$ cat config.mk
export PLATFORM = sky130hd
export DESIGN_NAME = acu_regs
export DESIGN_NICKNAME = d
export VERILOG_FILES = /design/src/rtl/acu_sample_timer.v /design/src/rtl/acu_regs.v
export VERILOG_INCLUDE_DIRS = /design/src /design/src/include
export SDC_FILE = /design/constraint.sdc
export NUM_CORES = 1
export LEC_CHECK = 0
export ABC_CLOCK_PERIOD_IN_PS = 2800
export BUFFER_PORTS_ARGS = -buffer_cell sky130_fd_sc_hd__buf_2
export CAP_MARGIN = 10
export CELL_PAD_IN_SITES_DETAIL_PLACEMENT = 0
export CELL_PAD_IN_SITES_GLOBAL_PLACEMENT = 1
export CORE_ASPECT_RATIO = 1.1
export CORE_MARGIN = 10
export CORE_UTILIZATION = 42
export DETAILED_ROUTE_END_ITERATION = 7
export MAX_ROUTING_LAYER = met4
export PLACE_DENSITY_LB_ADDON = 0.1
export RECOVER_POWER = 25
export SLEW_MARGIN = 20
export SYNTH_ARGS = -nofsm -noshare
export SYNTH_HDL_FRONTEND = slang
export SYNTH_HIERARCHICAL = 1
export SYNTH_SLANG_ARGS = --single-unit
$ cat constraint.sdc
create_clock -name i_ref_clk -period 2.8 [get_ports i_ref_clk]
set_input_delay 0.14 -clock i_ref_clk [delete_from_list [all_inputs] [get_ports i_ref_clk]]
set_output_delay 0.14 -clock i_ref_clk [all_outputs]
set_load 0.02 [all_outputs]
$ cat src/include/acu_consts.vh
// constants for the analog compare unit configuration and timing logic
`ifndef ACU_CONSTS_VH
`define ACU_CONSTS_VH

// register byte addresses on the peripheral bus
`define ACU_ADDR_W 24
`define ACU_OFS_CTRL_STATUS 24'h00fd40
`define ACU_OFS_CONFIG 24'h00fd42
`define ACU_OFS_TIMING 24'h00fd44

// reset values
`define ACU_CONFIG_RST 8'h00
`define ACU_TIMING_RST 8'h37
`define ACU_FLAGS_RST 3'h0
`define ACU_MODE_RST 2'h0

// writable bits; everything else is reserved and reads zero
`define ACU_CONFIG_WMASK 8'h3b
`define ACU_TIMING_WMASK 8'h37

// configuration fields
`define ACU_CFG_MODE_LSB 0
`define ACU_CFG_MODE_MSB 1
`define ACU_CFG_MEAS_IRQ_EN 3
`define ACU_CFG_THR_IRQ_EN 4
`define ACU_CFG_POLARITY 5

// timing fields
`define ACU_TIM_DELAY_LSB 0
`define ACU_TIM_DELAY_MSB 2
`define ACU_TIM_TRIGDIV_LSB 4
`define ACU_TIM_TRIGDIV_MSB 5

// control/status fields
`define ACU_CTS_START 0
`define ACU_CTS_EOM 1
`define ACU_CTS_EOC 2
`define ACU_CTS_THR 3

// operating mode encodings
`define ACU_MODE_OFF 2'h0
`define ACU_MODE_LEVEL_BURST 2'h1
`define ACU_MODE_THRESH_BURST 2'h2
`define ACU_MODE_LOW_POWER 2'h3

// settling periods in clock cycles, per sampling delay code
`define ACU_SETTLE_0 6'h01
`define ACU_SETTLE_1 6'h01
`define ACU_SETTLE_2 6'h02
`define ACU_SETTLE_3 6'h02
`define ACU_SETTLE_4 6'h02
`define ACU_SETTLE_5 6'h02
`define ACU_SETTLE_6 6'h03
`define ACU_SETTLE_7 6'h03

// compare periods in clock cycles, per sampling delay code
`define ACU_COMPARE_0 6'h0a
`define ACU_COMPARE_1 6'h0f
`define ACU_COMPARE_2 6'h14
`define ACU_COMPARE_3 6'h19
`define ACU_COMPARE_4 6'h1e
`define ACU_COMPARE_5 6'h23
`define ACU_COMPARE_6 6'h2d
`define ACU_COMPARE_7 6'h37

`endif

$ cat src/rtl/acu_sample_timer.v
// sampling delay sequencer: settle then compare, then one capture strobe
`timescale 1ns/1ps
`include "acu_consts.vh"

module acu_sample_timer (
    // clock and reset
    input wire i_ref_clk,
    input wire i_rst_n,
    // control
    input wire i_run,
    input wire i_restart,
    input wire [2:0] i_delay_code,
    // result
    output reg o_capture
);

localparam [2:0] ST_IDLE = 3'h1;
localparam [2:0] ST_SETTLE = 3'h2;
localparam [2:0] ST_COMPARE = 3'h4;

reg [2:0] state_reg;
reg [2:0] state_next;
reg [5:0] count_reg;
reg [5:0] count_next;
reg capture_next;

// settle length for a delay code
function [5:0] settle_len;
    input [2:0] code;
    begin
        case (code)
            3'h0: settle_len = `ACU_SETTLE_0;
            3'h1: settle_len = `ACU_SETTLE_1;
            3'h2: settle_len = `ACU_SETTLE_2;
            3'h3: settle_len = `ACU_SETTLE_3;
            3'h4: settle_len = `ACU_SETTLE_4;
            3'h5: settle_len = `ACU_SETTLE_5;
            3'h6: settle_len = `ACU_SETTLE_6;
            default: settle_len = `ACU_SETTLE_7;
        endcase
    end
endfunction

// compare length for a delay code
function [5:0] compare_len;
    input [2:0] code;
    begin
        case (code)
            3'h0: compare_len = `ACU_COMPARE_0;
            3'h1: compare_len = `ACU_COMPARE_1;
            3'h2: compare_len = `ACU_COMPARE_2;
            3'h3: compare_len = `ACU_COMPARE_3;
            3'h4: compare_len = `ACU_COMPARE_4;
            3'h5: compare_len = `ACU_COMPARE_5;
            3'h6: compare_len = `ACU_COMPARE_6;
            default: compare_len = `ACU_COMPARE_7;
        endcase
    end
endfunction

// next state; a restart returns to idle, so a fresh settle period follows only while i_run stays high
always @* begin
    state_next = state_reg;
    count_next = count_reg;
    capture_next = 1'b0;
    case (state_reg)
        ST_IDLE: begin
            if (i_run) begin
                state_next = ST_SETTLE;
                count_next = settle_len(i_delay_code) - 6'h01;
            end
        end
        ST_SETTLE: begin
            if (count_reg == 6'h00) begin
                state_next = ST_COMPARE;
                count_next = compare_len(i_delay_code) - 6'h01;
            end else begin
                count_next = count_reg - 6'h01;
            end
        end
        ST_COMPARE: begin
            if (count_reg == 6'h00) begin
                capture_next = 1'b1;
                state_next = ST_IDLE;
            end else begin
                count_next = count_reg - 6'h01;
            end
        end
        default: begin
            state_next = ST_IDLE;
            count_next = 6'h00;
        end
    endcase
    if (!i_run || i_restart) begin
        state_next = ST_IDLE;
        count_next = 6'h00;
        capture_next = 1'b0;
    end
end

// state registers
always @(posedge i_ref_clk) begin
    if (!i_rst_n) begin
        state_reg <= ST_IDLE;
        count_reg <= 6'h00;
        o_capture <= 1'b0;
    end else begin
        state_reg <= state_next;
        count_reg <= count_next;
        o_capture <= capture_next;
    end
end

endmodule // acu_sample_timer

$ cat src/rtl/acu_regs.v
// configuration, timing and event control registers of the analog compare unit
`timescale 1ns/1ps
`include "acu_consts.vh"

////////////////////////////////////////////////////////////////////////////////
module acu_regs #(
    parameter INPUTS = 8
) (
    // clock and reset
    input wire i_ref_clk,
    input wire i_rst_n,
    // peripheral bus
    input wire [`ACU_ADDR_W-1:0] i_addr,
    input wire i_wr,
    input wire i_rd,
    input wire [7:0] i_wdata,
    output reg [7:0] o_rdata,
    // datapath events, same clock domain
    input wire i_level_burst_done,
    input wire i_compare_burst_done,
    // comparator outputs, asynchronous, high means input above threshold
    input wire [INPUTS-1:0] i_cmp_above,
    // control towards the datapath
    output reg [1:0] o_active_mode,
    output reg o_mode_start,
    output reg o_sample_capture,
    output reg [2:0] o_sampling_delay,
    output reg [1:0] o_trigger_divider,
    // event flags and interrupt
    output reg o_end_of_measurement_flag,
    output reg o_end_of_comparison_flag,
    output reg o_threshold_crossing_flag,
    output reg o_irq
);

////////////////////////////////////////////////////////////////////////////////
// declarations

reg [7:0] config_reg;
reg [7:0] timing_reg;
reg [1:0] active_mode_reg;
reg eom_flag_reg;
reg eoc_flag_reg;
reg thr_flag_reg;
reg eom_flag_next;
reg eoc_flag_next;
reg thr_flag_next;
reg [INPUTS-1:0] cmp_s1_reg;
reg [INPUTS-1:0] cmp_s2_reg;
reg [INPUTS-1:0] cmp_s3_reg;
reg [INPUTS-1:0] cmp_stable_reg;
reg [7:0] rdata_next;

wire wr_cts;
wire wr_cfg;
wire wr_tim;
wire start_req;
wire mode_change;
wire [1:0] cfg_mode;
wire timer_run;
wire capture;
wire any_above;
wire any_below;
wire cross_hit;
wire clr_eom;
wire clr_eoc;
wire clr_thr;

////////////////////////////////////////////////////////////////////////////////
// address decode

// full address compare, so neighbouring registers never alias here
assign wr_cts = i_wr && (i_addr == `ACU_OFS_CTRL_STATUS);
assign wr_cfg = i_wr && (i_addr == `ACU_OFS_CONFIG);
assign wr_tim = i_wr && (i_addr == `ACU_OFS_TIMING);

// write-one-to-clear strobes for the event flags
assign clr_eom = wr_cts && i_wdata[`ACU_CTS_EOM];
assign clr_eoc = wr_cts && i_wdata[`ACU_CTS_EOC];
assign clr_thr = wr_cts && i_wdata[`ACU_CTS_THR];

////////////////////////////////////////////////////////////////////////////////
// configuration and timing registers

// reserved bits are dropped at write time, so the read path needs no mask of its own
// configuration storage
always @(posedge i_ref_clk) begin
    if (!i_rst_n) begin
        config_reg <= `ACU_CONFIG_RST;
        timing_reg <= `ACU_TIMING_RST;
    end else begin
        if (wr_cfg) begin
            config_reg <= i_wdata & `ACU_CONFIG_WMASK;
        end
        if (wr_tim) begin
            timing_reg <= i_wdata & `ACU_TIMING_WMASK;
        end
    end
end

assign cfg_mode = config_reg[`ACU_CFG_MODE_MSB:`ACU_CFG_MODE_LSB];

////////////////////////////////////////////////////////////////////////////////
// start trigger and active mode

// the start bit is not stored: it acts in the write cycle and reads zero
assign start_req = wr_cts && i_wdata[`ACU_CTS_START];

// a repeated start of the mode in use leaves flags and sequencer untouched
// only a different mode restarts
assign mode_change = start_req && (cfg_mode != active_mode_reg);

always @(posedge i_ref_clk) begin
    if (!i_rst_n) begin
        active_mode_reg <= `ACU_MODE_RST;
    end else if (mode_change) begin
        active_mode_reg <= cfg_mode;
    end
end

////////////////////////////////////////////////////////////////////////////////
// comparator input synchroniser

// three stages; a bit reads above only when stages two and three are both above, and below otherwise,
// which rejects a one-cycle glitch towards above during the comparator's settle
// limitation: an above pulse shorter than two clocks is never seen, and a one-clock dip below shows for two clocks
always @(posedge i_ref_clk) begin
    if (!i_rst_n) begin
        cmp_s1_reg <= {INPUTS{1'b0}};
        cmp_s2_reg <= {INPUTS{1'b0}};
        cmp_s3_reg <= {INPUTS{1'b0}};
        cmp_stable_reg <= {INPUTS{1'b0}};
    end else begin
        cmp_s1_reg <= i_cmp_above;
        cmp_s2_reg <= cmp_s1_reg;
        cmp_s3_reg <= cmp_s2_reg;
        cmp_stable_reg <= (cmp_stable_reg & ~(cmp_s2_reg ^ cmp_s3_reg))
            | (cmp_s2_reg & ~(cmp_s2_reg ^ cmp_s3_reg));
    end
end

////////////////////////////////////////////////////////////////////////////////
// sampling delay sequencer

// runs in every active mode; a mode change restarts its settle period
// bursts keep the sequencer running too; the datapath picks the capture it needs
assign timer_run = (active_mode_reg != `ACU_MODE_OFF);

acu_sample_timer i_acu_sample_timer (
    .i_ref_clk(i_ref_clk),
    .i_rst_n(i_rst_n),
    .i_run(timer_run),
    .i_restart(mode_change),
    .i_delay_code(timing_reg[`ACU_TIM_DELAY_MSB:`ACU_TIM_DELAY_LSB]),
    .o_capture(capture)
);

////////////////////////////////////////////////////////////////////////////////
// threshold crossing detection

// the synchroniser resets to all below; no capture comes within eleven cycles
// of a start, so that reset value never reaches a flag
assign any_above = |cmp_stable_reg;
assign any_below = |(~cmp_stable_reg);

assign cross_hit = config_reg[`ACU_CFG_POLARITY] ? any_above : any_below;

////////////////////////////////////////////////////////////////////////////////
// event flags

always @* begin
    eom_flag_next = eom_flag_reg & ~clr_eom;
    eoc_flag_next = eoc_flag_reg & ~clr_eoc;
    thr_flag_next = thr_flag_reg & ~clr_thr;
    // sets follow the clears, so an event in the clearing cycle is not lost
    // flags are set only in the mode that owns them
    if (i_level_burst_done && (active_mode_reg == `ACU_MODE_LEVEL_BURST)) begin
        eom_flag_next = 1'b1;
    end
    if (i_compare_burst_done && (active_mode_reg == `ACU_MODE_THRESH_BURST)) begin
        eoc_flag_next = 1'b1;
    end
    if (capture && cross_hit && (active_mode_reg == `ACU_MODE_LOW_POWER)) begin
        thr_flag_next = 1'b1;
    end
    // events of the old mode are stale once a new one begins
    if (mode_change) begin
        eom_flag_next = 1'b0;
        eoc_flag_next = 1'b0;
        thr_flag_next = 1'b0;
    end
end

// flag registers
always @(posedge i_ref_clk) begin
    if (!i_rst_n) begin
        eom_flag_reg <= 1'b0;
        eoc_flag_reg <= 1'b0;
        thr_flag_reg <= 1'b0;
    end else begin
        eom_flag_reg <= eom_flag_next;
        eoc_flag_reg <= eoc_flag_next;
        thr_flag_reg <= thr_flag_next;
    end
end

////////////////////////////////////////////////////////////////////////////////
// read data

always @* begin
    rdata_next = 8'h00;
    if (i_addr == `ACU_OFS_CTRL_STATUS) begin
        rdata_next[`ACU_CTS_EOM] = eom_flag_reg;
        rdata_next[`ACU_CTS_EOC] = eoc_flag_reg;
        rdata_next[`ACU_CTS_THR] = thr_flag_reg;
    end else if (i_addr == `ACU_OFS_CONFIG) begin
        rdata_next = config_reg;
    end else if (i_addr == `ACU_OFS_TIMING) begin
        rdata_next = timing_reg;
    end
end

// read data is held between reads; unmapped addresses return zero
// reading leaves the flags alone; only a written one or a mode change clears them
always @(posedge i_ref_clk) begin
    if (!i_rst_n) begin
        o_rdata <= 8'h00;
    end else if (i_rd) begin
        o_rdata <= rdata_next;
    end
end

////////////////////////////////////////////////////////////////////////////////
// registered outputs

// every output from a flop; the start pulse comes one cycle before the new mode shows
always @(posedge i_ref_clk) begin
    if (!i_rst_n) begin
        o_active_mode <= `ACU_MODE_RST;
        o_mode_start <= 1'b0;
        o_sample_capture <= 1'b0;
        o_sampling_delay <= 3'h0;
        o_trigger_divider <= 2'h0;
    end else begin
        o_active_mode <= active_mode_reg;
        o_mode_start <= mode_change;
        o_sample_capture <= capture;
        o_sampling_delay <= timing_reg[`ACU_TIM_DELAY_MSB:`ACU_TIM_DELAY_LSB];
        // divider field decoding lives in the trigger path outside
        o_trigger_divider <= timing_reg[`ACU_TIM_TRIGDIV_MSB:`ACU_TIM_TRIGDIV_LSB];
    end
end

////////////////////////////////////////////////////////////////////////////////
// event outputs and interrupt

// flags and irq lag the status register by one cycle, so software that reads
// the status after seeing the irq always finds the flag that raised it
always @(posedge i_ref_clk) begin
    if (!i_rst_n) begin
        o_end_of_measurement_flag <= 1'b0;
        o_end_of_comparison_flag <= 1'b0;
        o_threshold_crossing_flag <= 1'b0;
        o_irq <= 1'b0;
    end else begin
        o_end_of_measurement_flag <= eom_flag_reg;
        o_end_of_comparison_flag <= eoc_flag_reg;
        o_threshold_crossing_flag <= thr_flag_reg;
        // burst comparison is polled, so its flag stays out of the request
        // measurement and threshold irq enables
        o_irq <= (eom_flag_reg & config_reg[`ACU_CFG_MEAS_IRQ_EN])
            | (thr_flag_reg & config_reg[`ACU_CFG_THR_IRQ_EN]);
    end
end

endmodule // acu_regs

Word-level counts from Yosys, hierarchy flattened
Index checks and enable logic that the tools add are counted.
- bits in registers: 78
- input port bits: 46
- $add $sub $neg: 3
- eq/ne operators: 20
- multiplexer cells: 24
- bitwise logic cells: 17
- reductions and logical operators: 26
- operator list (cell ; number):
    $eq 24x16->1 const B ; 3
    $mux 6 ; 8
    $pmux 6 s7 ; 1
    $pmux 6 s3 ; 1
    $sub 6x1->6 const B ; 3
    $and 8x8->8 ; 2
    $not 8->8 ; 2
    $reduce_or 8->1 ; 2
    $eq 3x3->1 const B ; 4
    $logic_and 1x1->1 ; 12
    $mux 3 ; 4
    $eq 3x2->1 const B ; 3
    $pmux 3 s3 ; 1
    $mux 8 ; 1
    $or 8x8->8 ; 1
    $xor 8x8->8 ; 1
    $eq 3x1->1 const B ; 2
    $logic_not 6->1 ; 1
    $mux 1 ; 6
    $ne 2x1->1 const B ; 3
    $reduce_or 2->1 ; 3
    $and 1x1->1 ; 5
    $not 1->1 ; 5
    $eq 2x2->1 const B ; 2
    14 further kinds ; 14

Logic depth before layout (Yosys ltp)
Gate-level depths: netlist of run 1.
- depth after elaboration: 8
- mapped depth: 9
- gate-level depth less buffers: 8

Modules after synthesis
Netlist of run 1, hierarchy kept.
- by module, submodules not included (module ; instances ; cells each ; area each (um^2) ; sequential area each (um^2)):
    acu_regs ; 1 ; 259 ; 2578.7 ; 1321.3
    acu_sample_timer ; 1 ; 108 ; 869.6 ; 200.2

Worst setup path before layout of run 1
Ideal clock, no wire load.
- kind: input to register
- start: input port i_addr[17]
- end: register i_acu_sample_timer.count_reg[0]
- arrival time: 1857 ps
- path slack: 817 ps
- cell stages on the path: 8
- buffers on the path: 0
- cell sequence: nor4b_4 > nand2_1 > nor4_4 > nand3b_1 > a211oi_1 > or2_1 > inv_2 > o211ai_1
- word-level cells in the longest chain between the ends: 6
- ends and longest elaborated chain (item ; line ; source):
    start: declaration ; acu_regs.v:13 ; input wire [`ACU_ADDR_W-1:0] i_addr,
    $eq 24x16->1 (no line) ; n/a ;
    $logic_and 1x1->1 ; acu_regs.v:73 ; assign wr_cts = i_wr && (i_addr == `ACU_OFS_CTRL_STATUS);
    $logic_and 1x1->1 ; acu_regs.v:107 ; assign start_req = wr_cts && i_wdata[`ACU_CTS_START];
    $logic_and 1x1->1 ; acu_regs.v:111 ; assign mode_change = start_req && (cfg_mode != active_mode_reg);
    named net mode_change ; acu_regs.v:58 ; wire mode_change;
    $logic_or 1x1->1 ; acu_sample_timer.v:94 ; if (!i_run || i_restart) begin
    $reduce_or 2->1 (no line) ; n/a ;
    end signal: assignment ; acu_sample_timer.v:109 ; count_reg <= count_next;
    end: declaration ; acu_sample_timer.v:23 ; reg [5:0] count_reg;
The timed path passes the listed nets, and every way through them passes these cells.
A chain may end at the register's enable or synchronous reset.

Worst setup path in the final report of run 1
- start: register active_mode_reg[1]
- end: register i_acu_sample_timer.count_reg[0]
- word-level cells in the longest chain between the ends: 4
- elaborated cells between the ends (all ways): 8
- classes of those cells: 2 x eq/ne; 6 x reduce/logical
- ends and longest elaborated chain (item ; line ; source):
    start: declaration ; acu_regs.v:41 ; reg [1:0] active_mode_reg;
    start signal: assignment ; acu_regs.v:115 ; active_mode_reg <= `ACU_MODE_RST;
    start signal: assignment ; acu_regs.v:117 ; active_mode_reg <= cfg_mode;
    $ne 2x2->1 ; acu_regs.v:111 ;
    $logic_and 1x1->1 ; acu_regs.v:111 ;
    named net mode_change ; acu_regs.v:58 ;
    $logic_or 1x1->1 ; acu_sample_timer.v:94 ;
    $reduce_or 2->1 (no line) ; n/a ;
The timed path passes the listed nets, and every way through them passes these cells.

==> results by group, run 1 <==
Clocking
  – Clk buf depth: 2
  – CTS tree: yes
  – H-tree depth: 3
  – CTS Root Cell: clkbuf_8
  – Worst-path clk slew: 80 ps
  – TritonCTS Buffers: 9
  – Post-cts resize count: 0
  – # clock sinks: 76
  – Clock latency on the worst-skew pair: 340 ps

Final layout
  – # nets final: 496
  – Proportion of layout cells with a drive suffix above 1: 0.2438
  – Antenna cell count: 0
  – FILL cells: 771
  – Non-Filler Instances: 551
  – Area grow syn2layout: 20.68%

Synth
  – Synth Area in Compound Gates: 0.1346
  – Largest family of logic cells by synthesized area: simple AND/OR/NAND/NOR gates
  – Post-Synth XOR/XNOR Area: 0.01524
  – Seq/Total Area, Yosys: 0.4412
  – Top FF cell, synth: dfxtp_1
  – Share of the synthesized area in the top cell type: 0.4412
  – Unique masters post-synth: 62
  – Area fraction in and, or, nand and nor cells after synthesis: 0.2914
  – Share of flip-flops with an asynchronous set or reset: 0
  – Post-Synth Adder-Cell Area: 0.04354
  – Top cells by count, synth: 76 x dfxtp_1, 34 x and2_1, 28 x a21oi_1
  – YS warnings: 6
  – Synth area leaders: dfxtp_1 44%, and2_1 6.2%, ha_1 4.4%
  – Yosys top cell by area: dfxtp_1
  – Flops & latches, synth: 76
  – Mux share of post-synthesis cell area: 0.02068
  – Post-synth EDFFs: 0
  – Synth Instances: 367
  – Most common cell in the synthesized netlist: dfxtp_1
  – Avg Cell Area, Syn: 9.396 um^2
  – Synth Cell Area: 3448 um^2

Routing
  – WL met3: 392 um
  – Drt first pass iters: 4
  – Post-DRT Antenna Nets: 0
  – Vias: 2807
  – Drc violations: 0
  – Wl on met1: 3981 um
  – DR top layer: met4
  – Detailed route wirelength on metal2: 3547 um
  – DR iter-0 viols: 68
  – Routed WL: 8042 um
  – Vias/cell: 5.094
  – Routed len/inst: 14.60 um

Worst setup path
  – Crit Path Category: flip-flop to flip-flop
  – Crit. End Element: flip-flop
  – CP Max Fanout: 6
  – WP data required: 3070 ps
  – CP arrival: 2430 ps
  – Startpoint types: flip-flop
  – R2R depth: 8

Global routing
  – First-pass GRT wire length: 13370 um
  – Gr ovfl total: 0
  – Largest net degree at the start of global routing: 46
  – Initial antenna violation count: 0
  – Vias in the first global route: 2844
  – All-Layer GR Usage: 0.1352

Floorplan
  – Die height: 115.0 um
  – Top Ports: 67
  – Core Box Area: 7955 um^2
  – Num rows: 34
  – Starting Density: 0.4335
  – Die ar.: 12240 um^2
  – Die X: 106.4 um

Flow run
  – Max_cap viols: 0

STA
  – Post-route minimum period: 2168 ps
  – Clock Skew: 8.010 ps
  – Worst slew pin tran: 738.4 ps
  – Tcrit/Tclk final: 0.7742
  – TNS Setup: 0 ps
  – Slew Limit Fails: 0
  – RSZ-0062 raised after global routing: false
  – Max-slew headroom: 0.5072
  – Final setup fails: 0
  – Fin. Hold Viols: 0
  – Max Clk Rate: 461.3 MHz

Worst hold path
  – Hold depth: 3
  – Hold WC Path Type: input port to flip-flop

Pwr
  – Power Dens Cells: 537.7 nW/um^2
  – Tot Pwr: 2238 uW
  – Leak: 0.001777 uW
  – Peak supply drop: 0.2856 mV

Placed design
  – Post-DP HPWL: 6012 um
  – Placed Cells: 527
  – RD Place Congestion: 0.8508
  – Port Buf Inserts: 62

Run status
  – Status: finished clean
routing by layer:
metal,track usage,up-vias
met5,-,-
met4,0.05239,0
met3,0.02854,12
met2,0.2026,98
met1,0.1746,1259
li1,-,1438
metrics by stage:
stage | util | hold WS, ps | setup WS (ps) | instance area, um^2
floorplan | - | 267.3 | 817.4 | 3452
global placement | 0.4819 | 344.7 | 554.4 | 3834
detailed placement | 0.4819 | 348.9 | 550.4 | 3834
CTS | 0.5231 | 46.42 | 626.0 | 4161
global route | 0.5231 | 58.44 | 378.0 | 4161
finish | 0.5231 | 64.79 | 632.2 | 4161
power by group:
| part | total, uW | switching (uW) | internal [uW] |
|---|---|---|---|
| Sequential | 1100 | 5.33 | 1100 |
| Combinational | 115 | 59.7 | 55.1 |
| Clock | 1020 | 420 | 600 |
repair_timing:
item                                   CTS  global route
setup buffers                            0             0
endpoints found under the hold margin    8             0
hold buffers                             8             0
worst max-delay path, cell delays in order (launching register included):
cell	delay, ps
dfxtp_1	440
xor2_1	90
o21ai_0	290
nor4_4	80
nand3b_1	290
a211oi_1	460
or2_1	200
inv_2	60
o211ai_1	160
cell usage in the layout (no fill, tap or decap), drive strengths merged, types with 6 or more instances in the layout:
cell,instances
clkbuf,9
buf,67
a21oi,28
nor2,22
nand2,15
mux2i,6
inv,22
nand3,21
dfxtp,76
o21ai,12
and2,34
nand4,8
dlygate4sd3,8
ha,12
nand2b,8
worst paths after layout:
check	slack (ps)	start	to
setup reg to reg	630	active_mode_reg[1]	i_acu_sample_timer/count_reg[0]
setup / recovery	630	active_mode_reg[1]	i_acu_sample_timer/count_reg[0]
hold / removal	60	i_wdata[5]	timing_reg[5]
hold reg to reg	440	cmp_s1_reg[1]	cmp_s2_reg[1]
cell type report:
cell class,instances,area (um^2),share of cell area
repair buffers,75,427.9,0.1028
flip-flops and latches,76,1521,0.3656
clock inverters,7,123.9,0.02977
clock buffers,9,123.9,0.02977
inverters,21,78.83,0.01894
multi-input cells,255,1750,0.4206
well taps,108,135.1,0.03247
cell families after synthesis:
logic type / count (synthesis)
other: 1
flip-flops: 76
multiplexers: 7
AND/OR/NAND/NOR: 155
AO/OA/AOI/OAI: 73
XOR/XNOR: 6
buffers and inverters: 37
adder cells (fa/ha/maj): 12
Note: power is estimated with default switching activity, not from simulation.
==> run 2: changes to the inputs <==
ABC_CLOCK_PERIOD_IN_PS = 2100   (was 2800)
clock period = 2.1 ns   (was 2.8 ns; I/O delays follow)
==> run 2 against run 1 <==
Net effect: die area is the same; critical endpoint unchanged; largest cell class unchanged; first-iteration DRC count grew 59%; hold slack lost 40 ps; combinational power grew 37%; critical path type unchanged; sequential power grew 34%; register-to-register slack lost 490 ps.
==> results by group, run 2 (synthesis gave the netlist of run 1 again) <==
Run status
  – Status: finished clean

STA
  – Clock Skew: 5.978 ps
  – Slew Limit Fails: 0
  – RSZ-0062 raised after global routing: false
  – TNS Setup: 0 ps
  – Tcrit/Tclk final: 0.9337
  – Post-route minimum period: 1961 ps
  – Worst slew pin tran: 521.0 ps
  – Fin. Hold Viols: 0
  – Max Clk Rate: 510.0 MHz
  – Setup ws final: 139.2 ps
  – Final setup fails: 0
  – Max-slew headroom: 0.6518

Worst setup path
  – CP arrival: 2230 ps
  – Crit Path Category: flip-flop to flip-flop
  – CP Max Fanout: 5
  – WP data required: 2370 ps
  – Crit. End Element: flip-flop
  – Startpoint types: flip-flop

Routing
  – Routed WL: 8186 um
  – Vias/cell: 5.025
  – Routed len/inst: 14.54 um
  – Drt first pass iters: 4
  – Drc violations: 0
  – Post-DRT Antenna Nets: 0
  – Vias: 2829
  – DR iter-0 viols: 108

Clocking
  – CTS tree: yes
  – TritonCTS Buffers: 9
  – Worst-path clk slew: 80 ps
  – CTS Root Cell: clkbuf_8
  – Clock latency on the worst-skew pair: 340 ps
  – H-tree depth: 3
  – # clock sinks: 76
  – Clk buf depth: 2

Global routing
  – All-Layer GR Usage: 0.1377
  – Gr ovfl total: 0
  – Initial antenna violation count: 0
  – Largest net degree at the start of global routing: 46
  – First-pass GRT wire length: 13410 um
  – Vias in the first global route: 2813

Final layout
  – Leading cell type in the layout, fill and taps excluded: dfxtp_1
  – Most frequent cells in the layout: 76 x dfxtp_1, 62 x buf_2, 29 x and2_1
  – Proportion of layout cells with a drive suffix above 1: 0.2659
  – Final Util: 0.5285
  – Non-Filler Instances: 563
  – Antenna cell count: 0
  – # nets final: 508
  – Area grow syn2layout: 21.92%

Placed design
  – Placed Cells: 539
  – Pre-CTS setup slack: 42.62 ps
  – RD Place Congestion: 0.8411
  – Post-DP HPWL: 6196 um
  – Port Buf Inserts: 62

Floorplan
  – Core Box Area: 7955 um^2
  – Starting Density: 0.4335
  – Num rows: 34
  – Die height: 115.0 um
  – Die X: 106.4 um
  – Die ar.: 12240 um^2
  – Top Ports: 67

Pwr
  – Peak supply drop: 0.3267 mV
  – Leak: 0.001815 uW
  – Tot Pwr: 2704 uW
  – Power Dens Cells: 643.1 nW/um^2

Flow run
  – Max_cap viols: 0

Worst hold path
  – Hold WC Path Type: input port to flip-flop
==> run 2: cell count changes in the layout (fill, tap and decap cells not counted), moves of 2 or more <==
cell	delta
and2_0	-3
clkinv_4	-2
bufinv_16	-3
clkbuf_8	+3
buf_4	+12
and2_1	+3
inv_6	+2
==> run 2: where the power goes <==
| group | internal (uW) | switching [uW] | leakage [uW] |
|---|---|---|---|
| Combinational | 75.9 | 81.3 | 0.00110 |
| Clock | 533 | 543 | 0.0000994 |
| Sequential | 1460 | 7.08 | 0.000618 |
==> run 2: final timing paths <==
kind	start	endpoint	slack, ps	cells after the start
max	config_reg[1]	i_acu_sample_timer/count_reg[0]	140	7
min	i_wdata[2]	timing_reg[2]	20	3
max reg2reg	config_reg[1]	i_acu_sample_timer/count_reg[0]	140	7
min reg2reg	cmp_s1_reg[6]	cmp_s2_reg[6]	440	1
==> run 2: timing repair <==
action / CTS / global route
setup buffers: 0 / 0
resized for setup: 0 / 2
endpoints found under the setup margin: 0 / 5
endpoints found under the hold margin: 8 / 0
hold buffers: 8 / 0
==> run 2: stage by stage <==
stage | instance area [um^2] | hold WS, ps
after global placement | 3924 | 310.6
after detailed placement | 3924 | 313.1
after floorplan | 3452 | 232.3
final | 4204 | 24.77
after global routing | 4204 | 24.61
after CTS | 4199 | 8.074
==> run 2: cell type report <==
cell class / count / area [um^2]
well taps: 108 / 135.1
inverters: 21 / 78.83
fillers: 773 / 3751
repair buffers: 87 / 518.0
multi-input cells: 255 / 1755
clock buffers: 12 / 165.2
clock inverters: 4 / 30.03
flip-flops and latches: 76 / 1521
==> run 2: per-layer routing <==
metal	vias up	global-route usage	wire [um]
met5	-	-	0
met4	0	0.03252	115
met3	14	0.03525	314
met2	85	0.2026	3549
met1	1262	0.1849	4207
li1	1468	-	-
==> run 2: critical path, stage by stage (launching register included) <==
cell and delay, ps:
dfxtp_1 320, xor2_1 160, o21ai_1 230, nor4_4 80, nand3b_1 290, or3_1 420
a211o_1 290, o211ai_1 90
==> run 3: changes to the inputs <==
CORE_ASPECT_RATIO = not set   (was 1.1)
SKIP_LAST_GASP = 1   (was not set)
==> run 3 against run 2 <==
Net effect: die area about the same; sequential power barely moved; utilization up 0.76 points; highest routed layer unchanged; critical path type unchanged.
==> results by group, run 3 (synthesis gave the netlist of run 1 again) <==
Floorplan
  – Starting Density: 0.4394
  – Top Ports: 67
  – Num rows: 32
  – Core Box Area: 7848 um^2
  – Die ar.: 12230 um^2
  – Die height: 110.6 um
  – Die X: 110.6 um

Pwr
  – Leak: 0.001818 uW
  – Tot Pwr: 2713 uW
  – Switching power: 629.1 uW
  – Internal power: 2084 uW
  – Peak supply drop: 0.4406 mV
  – Combinational Power Share: 0.057
  – Clk pwr share: 0.401
  – Sw Share: 0.2319
  – Sequential share of power: 0.542
  – Power Dens Cells: 645.0 nW/um^2

Global routing
  – Gr ovfl total: 0
  – Largest net degree at the start of global routing: 46
  – First-pass GRT wire length: 14050 um
  – All-Layer GR Usage: 0.1379
  – Vias in the first global route: 2900
  – Initial antenna violation count: 0

Final layout
  – Area grow syn2layout: 21.99%
  – FILL cells: 793
  – Area occupied by registers: 1523 um^2
  – Area of the multi-input gates: 1755 um^2
  – Final Util: 0.5360
  – Leading cell type in the layout, fill and taps excluded: dfxtp_1
  – # nets final: 510
  – Antenna cell count: 0
  – Fin area: 4207 um^2
  – Proportion of layout cells with a drive suffix above 1: 0.2697
  – Most frequent cells in the layout: 75 x dfxtp_1, 62 x buf_2, 28 x a21oi_1

Clocking
  – Worst-path clk slew: 80 ps
  – H-tree depth: 3
  – TritonCTS Buffers: 9
  – Clock latency on the worst-skew pair: 340 ps
  – CTS tree: yes
  – # clock sinks: 76
  – CTS Root Cell: clkbuf_8
  – Clk buf depth: 2

Placed design
  – RD Place Congestion: 0.8962
  – Total placed instance area: 3924 um^2
  – Post-DP HPWL: 6332 um
  – Port Buf Inserts: 62

STA
  – Max Clk Rate: 504.6 MHz
  – TNS Setup: 0 ps
  – Post-route minimum period: 1982 ps
  – Tcrit/Tclk final: 0.9438
  – RSZ-0062 raised after global routing: false
  – Clock Skew: 8.576 ps
  – Fin. Hold Viols: 0
  – Slew Limit Fails: 0
  – Final setup fails: 0

Routing
  – Vias: 2888
  – Vias/cell: 5.176
  – Routed len/inst: 14.75 um
  – Routed WL: 8231 um
  – DR iter-0 viols: 100
  – Drt first pass iters: 4
  – Drc violations: 0
  – Post-DRT Antenna Nets: 0

Worst setup path
  – Register-to-Register Setup Slack: 120 ps
  – CP Max Fanout: 5
  – Startpoint types: flip-flop
  – R2R depth: 9
  – WP data required: 2320 ps
  – Crit. End Element: flip-flop
  – CP arrival: 2200 ps
  – Crit Path Category: flip-flop to flip-flop

Run status
  – Status: finished clean

Worst hold path
  – Hold WC Path Type: input port to flip-flop
  – Hold depth: 3

Flow run
  – Max_cap viols: 0
run 3: final timing paths:
check	start	to
worst min-delay path	i_wdata[5]	timing_reg[5]
worst min register to register	cmp_s1_reg[7]	cmp_s2_reg[7]
worst max-delay path	config_reg[1]	i_acu_sample_timer/count_reg[0]
worst max register to register	config_reg[1]	i_acu_sample_timer/count_reg[0]
run 3: power groups by stage:
stage | Sequential, uW | Combinational, uW | Clock, uW
2_1_floorplan | 1510 | 70.5 | 0
3_5_place_dp | 1510 | 146 | 0
3_3_place_gp | 1500 | 144 | 0
4_1_cts | 1470 | 157 | 1120
5_1_grt | 1470 | 175 | 1180
6_report | 1470 | 155 | 1090
run 3: worst max-delay path, cell delays in order, from the launching register on:
cell and delay [ps]:
dfxtp_1 390, xor2_1 160, o21ai_1 90, buf_4 140
nor4_4 230, nand3b_1 280, a211oi_2 90, or2_1 280
inv_2 100, o211ai_1 100
run 3: cell type report:
class / instances / area share
multi-input combinational: 255 / 0.4173
sequential: 76 / 0.3620
timing repair buffer: 89 / 0.1267
tap: 102 / 0.03034
clock buffer: 9 / 0.02945
inverter: 21 / 0.01874
clock inverter: 6 / 0.01547
run 3: timing repair:
action / 4_1_cts / 5_1_grt
hold buffers: 8 / 0
gates resized for setup: 0 / 3
setup endpoints to repair: 0 / 3
buffers inserted: 0 / 1
endpoints found under the hold margin: 8 / 0
run 3: through the flow:
stage	worst slack, ps	cells	hold slack, ps
2_1_floorplan	152.4	368	232.3
6_report	118.0	558	24.16
3_3_place_gp	114.4	534	309.0
4_1_cts	93.60	557	6.203
5_1_grt	22.72	558	14.84
3_5_place_dp	113.2	534	315.2
run 3: routing by layer:
metal,GRT usage,up-vias,part of all wire
met5,-,-,0
li1,-,1464,-
met2,0.2089,78,0.45
met4,0.04231,0,0.013
met3,0.02809,10,0.029
met1,0.1800,1336,0.50
